### src/hw/iag_pkg.sv
// How it works
// - Three 12-bit pointer pairs, high nibble unused
// - Plain operand accesses pointer target, pointer unchanged
// - Pointer addresses use twelve bits, ignore bank
// - Post-decrement uses old pointer, then subtracts one
// - Post-increment uses old pointer, then adds one
// - Pre-increment adds one, then uses new pointer
// - Offset operand addresses pointer plus signed W
// - Offset operand changes neither W nor pointer
// - Updates act on whole pair with carry
// - Pointer updates never touch arithmetic status flags
// - Indirect read of virtual operand returns zero
// - Indirect write to virtual operand does nothing
// - Write to own pointer skips automatic update
// - Pointer bytes are directly readable, writable registers
// - Indirect access reaches all other registers normally
// - Extended mode leaves pairs 0, 1 unchanged
// - Indexed mode only when access clear, address<=5Fh
// - Indexed target is pair 2 plus literal
// - Extended mode keeps memory size and linearity
// - Access clear, address>=60h selects upper region
// - Access set joins bank select with address
package iag_pkg;
    // Widths
    localparam int unsigned ADDR_W = 12;
    localparam int unsigned DATA_W = 8;
    // Virtual operand window in the special function register space
    localparam logic [11:0] VIRT_LO = 12'hfd8;
    localparam logic [11:0] VIRT_HI = 12'hfef;
    // Sub-slot codes inside one pointer group
    localparam logic [2:0] SUB_PTR_LO = 3'h1;
    localparam logic [2:0] SUB_PTR_HI = 3'h2;
    localparam logic [2:0] OP_W_OFFSET = 3'h3;
    localparam logic [2:0] OP_PRE_INC = 3'h4;
    localparam logic [2:0] OP_POST_DEC = 3'h5;
    localparam logic [2:0] OP_POST_INC = 3'h6;
    localparam logic [2:0] OP_PLAIN = 3'h7;
    // Access bank split points
    localparam logic [7:0] INDEX_MAX = 8'h5f;
    localparam logic [7:0] ACCESS_SPLIT = 8'h60;
    localparam logic [3:0] UPPER_BANK = 4'hf;
    localparam logic [3:0] LOWER_BANK = 4'h0;
    // Reset values
    localparam logic [11:0] PTR_RST = 12'h000;
    localparam logic CTRL_XSET_RST = 1'b0;
    // Register offsets on the bus
    localparam logic [7:0] REG_PTR0 = 8'h00;
    localparam logic [7:0] REG_PTR1 = 8'h04;
    localparam logic [7:0] REG_PTR2 = 8'h08;
    localparam logic [7:0] REG_CTRL = 8'h0c;
    localparam logic [7:0] REG_STAT = 8'h10;
    // Field positions
    localparam int unsigned CTRL_XSET_BIT = 0;
    localparam int unsigned STAT_NULL_BIT = 16;
    // Bus encodings
    localparam logic [1:0] HTRANS_NONSEQ = 2'h2;
    localparam logic HRESP_OKAY = 1'b0;

    // One core access request
    typedef struct packed {
        logic write;
        logic abit;
        logic [7:0] faddr;
        logic [7:0] wval;
        logic [7:0] wdata;
    } iag_req_t;

    // Classification of one 12-bit data address
    typedef struct packed {
        logic virt;
        logic ptr_lo;
        logic ptr_hi;
        logic [1:0] pair;
        logic [2:0] sub;
    } iag_dec_t;

    // Classify an address against the pointer groups
    function automatic iag_dec_t iag_decode(input logic [11:0] a);
        iag_dec_t d;
        d = '0;
        if (a >= VIRT_LO && a <= VIRT_HI) begin
            case (a[4:3])
                2'h3: d.pair = 2'h2;
                2'h0: d.pair = 2'h1;
                default: d.pair = 2'h0;
            endcase
            d.sub = a[2:0];
            d.virt = (a[2:0] >= OP_W_OFFSET);
            d.ptr_lo = (a[2:0] == SUB_PTR_LO);
            d.ptr_hi = (a[2:0] == SUB_PTR_HI);
        end
        return d;
    endfunction

    // Sign-extend W to pointer width
    function automatic logic [11:0] iag_sext(input logic [7:0] w);
        return {{4{w[7]}}, w};
    endfunction
endpackage

### src/hw/iag_core.sv
`timescale 1ns/1ps
`default_nettype none
module iag_core (
    // Clock, reset, enable
    input wire logic hclk,
    input wire logic hresetn,
    input wire logic ce,
    // AHB-Lite slave
    input wire logic hsel,
    input wire logic [31:0] haddr,
    input wire logic [1:0] htrans,
    input wire logic hwrite,
    input wire logic [2:0] hsize,
    input wire logic [31:0] hwdata,
    input wire logic hready,
    output logic hreadyout,
    output logic [31:0] hrdata,
    output logic hresp,
    // Core access port
    input wire logic acc_valid,
    output logic acc_ready,
    input wire iag_pkg::iag_req_t acc_req,
    input wire logic [3:0] bank_select_register,
    output logic acc_done,
    output logic [7:0] acc_rdata,
    // Data memory port
    output logic [11:0] mem_addr,
    output logic mem_re,
    output logic mem_we,
    output logic [7:0] mem_wdata,
    input wire logic [7:0] mem_rdata
);
    // Pointer storage and control
    logic [11:0] ptr_q [0:2];
    logic xset_q;
    // Access pipeline
    logic ph1_q;
    logic [11:0] tgt_q;
    logic mem_re_q;
    logic mem_we_q;
    logic [7:0] mem_wdata_q;
    logic use_mem_q;
    logic [7:0] local_q;
    logic null_q;
    logic acc_done_q;
    logic [7:0] acc_rdata_q;
    // Bus pipeline
    logic ahb_wr_q;
    logic [7:0] ahb_addr_q;
    logic [31:0] hrdata_q;
    // Combinational address path
    logic take;
    logic [11:0] eff;
    logic indexed;
    iag_pkg::iag_dec_t effd;
    iag_pkg::iag_dec_t tgtd;
    logic [1:0] vp;
    logic [11:0] old;
    logic [11:0] tgt;
    logic null_acc;
    logic [7:0] ptr_rd;
    logic [2:0] ahb_ptr_wr;
    logic [2:0] own_wr;

    // Handshake outputs
    assign hreadyout = ce;
    assign hresp = iag_pkg::HRESP_OKAY;
    // Ready falls with the clock enable, so a frozen cycle never looks taken
    assign acc_ready = ce & ~ph1_q;
    assign take = acc_valid & acc_ready;
    // Data outputs from flops
    assign hrdata = hrdata_q;
    assign acc_done = acc_done_q;
    assign acc_rdata = acc_rdata_q;
    assign mem_addr = tgt_q;
    assign mem_re = mem_re_q;
    assign mem_we = mem_we_q;
    assign mem_wdata = mem_wdata_q;

    // Effective file address from the instruction field
    always_comb begin
        indexed = 1'b0;
        if (acc_req.abit) begin
            eff = {bank_select_register, acc_req.faddr};
        end else if (xset_q && acc_req.faddr <= iag_pkg::INDEX_MAX) begin
            indexed = 1'b1;
            eff = ptr_q[2] + {4'h0, acc_req.faddr};
        end else if (acc_req.faddr >= iag_pkg::ACCESS_SPLIT) begin
            eff = {iag_pkg::UPPER_BANK, acc_req.faddr};
        end else begin
            eff = {iag_pkg::LOWER_BANK, acc_req.faddr};
        end
    end

    // Indirect target through a virtual operand
    always_comb begin
        effd = iag_pkg::iag_decode(eff);
        vp = effd.pair;
        old = ptr_q[vp];
        tgt = eff;
        if (effd.virt) begin
            case (effd.sub)
                iag_pkg::OP_W_OFFSET: tgt = old + iag_pkg::iag_sext(acc_req.wval);
                iag_pkg::OP_PRE_INC: tgt = old + 12'h001;
                default: tgt = old;
            endcase
        end
        tgtd = iag_pkg::iag_decode(tgt);
        // Pointer aimed at a virtual operand gives a null access
        null_acc = effd.virt & tgtd.virt;
        // Local read of a pointer byte, unused nibble reads zero
        if (tgtd.ptr_lo) begin
            ptr_rd = ptr_q[tgtd.pair][7:0];
        end else begin
            ptr_rd = {4'h0, ptr_q[tgtd.pair][11:8]};
        end
    end

    // Which pairs are written this cycle
    always_comb begin
        for (int p = 0; p < 3; p++) begin
            ahb_ptr_wr[p] = ce & ahb_wr_q & (ahb_addr_q == 8'(4 * p));
            own_wr[p] = take & acc_req.write & ~tgtd.virt & (tgtd.ptr_lo | tgtd.ptr_hi)
                & (tgtd.pair == 2'(p));
        end
    end

    // Pointer pairs: bus write, core write, then automatic step
    always_ff @(posedge hclk or negedge hresetn) begin
        if (!hresetn) begin
            for (int p = 0; p < 3; p++) begin
                ptr_q[p] <= iag_pkg::PTR_RST;
            end
        end else begin
            for (int p = 0; p < 3; p++) begin
                if (ahb_ptr_wr[p]) begin
                    // Software write wins
                    ptr_q[p] <= hwdata[11:0];
                end else if (own_wr[p]) begin
                    // Stored as written, no step afterwards
                    if (tgtd.ptr_lo) begin
                        ptr_q[p] <= {ptr_q[p][11:8], acc_req.wdata};
                    end else begin
                        ptr_q[p] <= {acc_req.wdata[3:0], ptr_q[p][7:0]};
                    end
                end else if (take && effd.virt && vp == 2'(p)) begin
                    // Whole-pair step, no flag side effects
                    case (effd.sub)
                        iag_pkg::OP_POST_INC: ptr_q[p] <= ptr_q[p] + 12'h001;
                        iag_pkg::OP_PRE_INC: ptr_q[p] <= ptr_q[p] + 12'h001;
                        iag_pkg::OP_POST_DEC: ptr_q[p] <= ptr_q[p] - 12'h001;
                        default: ptr_q[p] <= ptr_q[p];
                    endcase
                end
            end
        end
    end

    // Request stage: latch target and drive memory strobes
    always_ff @(posedge hclk or negedge hresetn) begin
        if (!hresetn) begin
            ph1_q <= 1'b0;
            tgt_q <= 12'h000;
            mem_re_q <= 1'b0;
            mem_we_q <= 1'b0;
            mem_wdata_q <= 8'h00;
            use_mem_q <= 1'b0;
            local_q <= 8'h00;
            null_q <= 1'b0;
        end else if (ce) begin
            ph1_q <= take;
            mem_re_q <= 1'b0;
            mem_we_q <= 1'b0;
            if (take) begin
                tgt_q <= tgt;
                null_q <= null_acc;
                mem_wdata_q <= acc_req.wdata;
                if (null_acc) begin
                    // No memory cycle, read gives zero
                    use_mem_q <= 1'b0;
                    local_q <= 8'h00;
                end else if (tgtd.ptr_lo || tgtd.ptr_hi) begin
                    // Pointer bytes live here
                    use_mem_q <= 1'b0;
                    local_q <= ptr_rd;
                end else begin
                    // Any other location or register
                    use_mem_q <= 1'b1;
                    local_q <= 8'h00;
                    mem_re_q <= ~acc_req.write;
                    mem_we_q <= acc_req.write;
                end
            end
        end
    end

    // Answer stage: return read data one cycle later
    always_ff @(posedge hclk or negedge hresetn) begin
        if (!hresetn) begin
            acc_done_q <= 1'b0;
            acc_rdata_q <= 8'h00;
        end else if (ce) begin
            acc_done_q <= ph1_q;
            if (ph1_q) begin
                acc_rdata_q <= use_mem_q ? mem_rdata : local_q;
            end
        end
    end

    // Extended-set control bit
    always_ff @(posedge hclk or negedge hresetn) begin
        if (!hresetn) begin
            xset_q <= iag_pkg::CTRL_XSET_RST;
        end else if (ce && ahb_wr_q && ahb_addr_q == iag_pkg::REG_CTRL) begin
            xset_q <= hwdata[iag_pkg::CTRL_XSET_BIT];
        end
    end

    // Bus address phase and read data
    always_ff @(posedge hclk or negedge hresetn) begin
        if (!hresetn) begin
            ahb_wr_q <= 1'b0;
            ahb_addr_q <= 8'h00;
            hrdata_q <= 32'h0000_0000;
        end else if (ce) begin
            ahb_wr_q <= 1'b0;
            if (hsel && hready && htrans == iag_pkg::HTRANS_NONSEQ) begin
                ahb_wr_q <= hwrite;
                ahb_addr_q <= haddr[7:0];
                hrdata_q <= 32'h0000_0000;
                if (!hwrite && haddr[31:8] == 24'h00_0000) begin
                    // Unmapped offsets read zero
                    case (haddr[7:0])
                        iag_pkg::REG_PTR0: hrdata_q <= {20'h0_0000, ptr_q[0]};
                        iag_pkg::REG_PTR1: hrdata_q <= {20'h0_0000, ptr_q[1]};
                        iag_pkg::REG_PTR2: hrdata_q <= {20'h0_0000, ptr_q[2]};
                        iag_pkg::REG_CTRL: hrdata_q <= {31'h0000_0000, xset_q};
                        iag_pkg::REG_STAT: hrdata_q <= {15'h0000, null_q, 4'h0, tgt_q};
                        default: hrdata_q <= 32'h0000_0000;
                    endcase
                end
            end else if (hready) begin
                ahb_addr_q <= 8'hff;
            end
        end
    end

    logic quiet;
    assign quiet = ~(|ahb_ptr_wr) & ~(|own_wr);
endmodule
`default_nettype wire

### config.mk
export PLATFORM = sky130hd
export DESIGN_NAME = iag_core
export DESIGN_NICKNAME = d
export VERILOG_FILES = /design/src/hw/iag_pkg.sv /design/src/hw/iag_core.sv
export SDC_FILE = /design/constraint.sdc
export NUM_CORES = 1
export LEC_CHECK = 0
export ABC_AREA = 1
export ABC_CLOCK_PERIOD_IN_PS = 14450
export BUFFER_PORTS_ARGS = -buffer_cell sky130_fd_sc_hd__buf_4
export CORE_UTILIZATION = 43
export CTS_CLUSTER_SIZE = 12
export DETAILED_ROUTE_END_ITERATION = 10
export GPL_TIMING_DRIVEN = 1
export MAX_ROUTING_LAYER = met4
export PLACE_DENSITY_LB_ADDON = 0.12
export SYNTH_ARGS = -nofsm -noshare
export SYNTH_HDL_FRONTEND = slang
export SYNTH_SLANG_ARGS = --single-unit
export TNS_END_PERCENT = 100
### constraint.sdc
create_clock -name hclk -period 14.45 [get_ports hclk]
set_clock_uncertainty 0.1 [all_clocks]
set_input_delay 1.445 -clock hclk [delete_from_list [all_inputs] [get_ports hclk]]
set_output_delay 1.445 -clock hclk [all_outputs]
set_load 0.005 [all_outputs]
==> metrics.cfg <==
[placed_design]
dp_hpwl_mm = 25.3
postPlaceCellArea_mm2 = 0.0105
portBuffers = 136
place.gp.congestion = 0.979

[power_and_ir_drop]
switching_share_pct = 31.5
total_power_uw = 715
p_switching_uw = 225
pwr-share-clk_pct = 34.0
power.density_mw_per_mm2 = 66.5
comb_power_share_pct = 21.3
internal-power_uw = 489
vdd.ir_drop.worst_mv = 0.0539
total_leakage_power_nw = 5.64
seq_power_share_pct = 44.7

[synthesis]
synth-async-reset-ratio_pct = 100
synth_top_area_share_pct = 27.1
avgSynthCellArea_um2 = 6.51
synth_area_mm2 = 0.00931
synth-seq-area-share_pct = 27.1
synth_flop_cell = dfrtp_1
synth_edf_count = 0
ys_top_cells_by_area = dfrtp_1 27%, nand2_1 16%, nand3_1 7.8%
ys_ff_latch = 101
yosysWarnings = 0
synthDistinctLibCells = 56
syn_inst = 1431
yosysTopAreaCell = dfrtp_1

[global_route]
gr-usage-all-layers_pct = 29.8
grt_pass1_vias = 8911
grt_overflow = 0
grt_pass1_wl_mm = 49.2
grt_max_degree = 71
antenna_found_initial = 0

[timing]
finalSetupViolations = 0
tns_ns = 0
hold_viol_final = 0
min_period_ns = 8.44
finalMaxSlewViolations = 0
finalCritPeriodShare_pct = 58.4
rsz0062_at_grt = no
max_freq_mhz = 118
relSlewSlack_pct = 30.4
worst_pin_slew_ns = 1.04

[clocking]
cts_buffers = 9
cts_hold_buf = 0
cts_resized = 0
clk_pin_slew_worst_paths_ns = 0.08
clk_latency_ns = 0.37
cts_root_buf = clkbuf_16
tritoncts = done
clock-sinks = 101
ctsLongestPathBuffers = 2
cts_setup_buffers = 0
cts.htree.levels = 3

[finish]
area_growth_pct = 15.4
layout.nets = 1715
drive_gt1_share_pct = 14.0
final_area_mm2 = 0.0107
n_antenna_cell = 0

[floorplan]
die-width_um = 149
core_mm2 = 0.0212
io_pins = 180
start_util_pct = 44.0
die_y_um = 149
num_rows = 53
die_area_mm2 = 0.0223

[hold_path]
whs_path_depth = 2
min_to = acc_done$_DFFE_PN0P_
min_path_type = flip-flop to flip-flop
hp-start = acc_done$_DFFE_PN0P_

[critical_path]
slowest_stage = nand4_2
worstPathMaxFanout = 24
slowest_delay_ns = 0.60
regToRegSetupSlack_ns = 6.61
r2r-start = ptr_q[0]$_DFFE_PN0P_
start_kind = primary input
ff2ff_path_depth = 39
path_common_cell = nand2_1
end_kind = flip-flop
crit_arrival_ns = 8.61
crit_type = primary input to flip-flop
reg2reg_to = local_q[4]$_DFFE_PN0P_
crit_required_ns = 14.62

[routing]
ant_nets = 0
viasPerCell = 5.42
vias = 9898
wire_per_inst_um = 17.4
drt_pass1_iterations = 5
drt-total-wl_mm = 31.8
route.detailed.drc = 0
drt_iter0_drc = 826

[outcome]
outcome = finished, final reports clean

[job]
cap_violations = 0

[worst max path at each step]
stage	slack, ns	start	cells past startpoint	endpoint
finish	6.01	acc_req[16]	40	local_q[4]$_DFFE_PN0P_
global route	5.44	acc_req[16]	40	ptr_q[8]$_DFFE_PN0P_
CTS	6.20	acc_req[16]	39	local_q[4]$_DFFE_PN0P_
detailed placement	5.84	acc_req[16]	40	ptr_q[8]$_DFFE_PN0P_
global placement	5.85	acc_req[16]	41	ptr_q[22]$_DFFE_PN0P_
floorplan	7.84	acc_req[16]	43	ptr_q[12]$_DFFE_PN0P_
[power groups by stage]
| stage | sequential, mW | combinational [mW] | clock (mW) |
|---|---|---|---|
| 4_1_cts | 0.320 | 0.153 | 0.247 |
| 2_1_floorplan | 0.323 | 0.0743 | 0 |
| 3_3_place_gp | 0.325 | 0.151 | 0 |
| 6_report | 0.319 | 0.152 | 0.243 |
| 3_5_place_dp | 0.325 | 0.153 | 0 |
| 5_1_grt | 0.323 | 0.169 | 0.254 |
[cell type report]
class	count	area [µm²]
clock inverters	7	56.3
clock buffers	9	225
fillers	2232	10400
multi-input cells	1109	5820
well taps	275	344
flip-flops and latches	101	2530
inverters	181	679
repair buffers	145	1090
[state kept, by name, indices dropped and copies added (netlist names), 8 cells and up]
signal and flops:
mem_wdata 8, ptr_q 36, acc_rdata 8, hrdata 13, mem_addr 12, local_q 8, ahb_addr_q 8
[cell usage after synthesis, types with 6 or more instances]
cell and n:
o21ai_0 72, o22ai_1 10, nand2_1 388, buf_4 23
a311oi_1 6, ha_1 49, o21ai_1 8, xnor2_1 13
nand4_1 31, nand3b_1 7, or2_2 12, nand3_1 145
a21oi_1 96, buf_2 7, inv_2 9, dfrtp_1 101
nor2_1 137, nor2_4 6, nor3_1 14, nand2_2 8
inv_1 168, clkbuf_1 23, xor2_1 28
[cell families after synthesis]
family | synth area share (%)
fa+ha+maj | 7.66
other cells | 0.0403
compound gates | 12.4
xor+xnor | 3.86
simple gates | 37.7
buf+inv | 11.1
mux | 0.107
flops | 27.1
[cell usage in the layout, fill, tap and decap left out, types with 10 or more instances in the layout]
cell / n
nand2_1: 388
inv_1: 168
nand3_1: 145
buf_4: 145
nor2_1: 137
dfrtp_1: 101
a21oi_1: 96
o21ai_0: 72
ha_1: 49
nand4_1: 31
xor2_1: 28
conb_1: 20
nor3_1: 14
xnor2_1: 13
or2_2: 12
o22ai_1: 10
[through the flow]
step | util [%] | worst slack, ns | cells | hold slack [ns]
after floorplan | - | 7.84 | 1450 | 0.349
after global placement | 49.5 | 5.85 | 1811 | 0.363
after detailed placement | 49.5 | 5.84 | 1811 | 0.371
after CTS | 50.8 | 6.20 | 1827 | 0.390
after global routing | 50.8 | 5.44 | 1827 | 0.404
final | 50.8 | 6.01 | 1827 | 0.386
[routing by layer]
metal | share of wire (%) | global-route usage, % | vias to the layer above
met5 | 0 | - | -
met4 | 2.1 | 8.57 | 0
met3 | 6.0 | 2.17 | 42
met2 | 47 | 48.6 | 362
met1 | 44 | 39.6 | 4621
li1 | - | - | 4873
[critical path: cells and delay by family]
kind | cells | cell delay [ns]
XOR/XNOR | 1 | 0.14
AND/OR/NAND/NOR | 20 | 3.29
buffers and inverters | 8 | 1.30
AO/OA/AOI/OAI | 7 | 1.23
adder cells (fa/ha/maj) | 4 | 1.19
(Power assumes the default switching activity.)
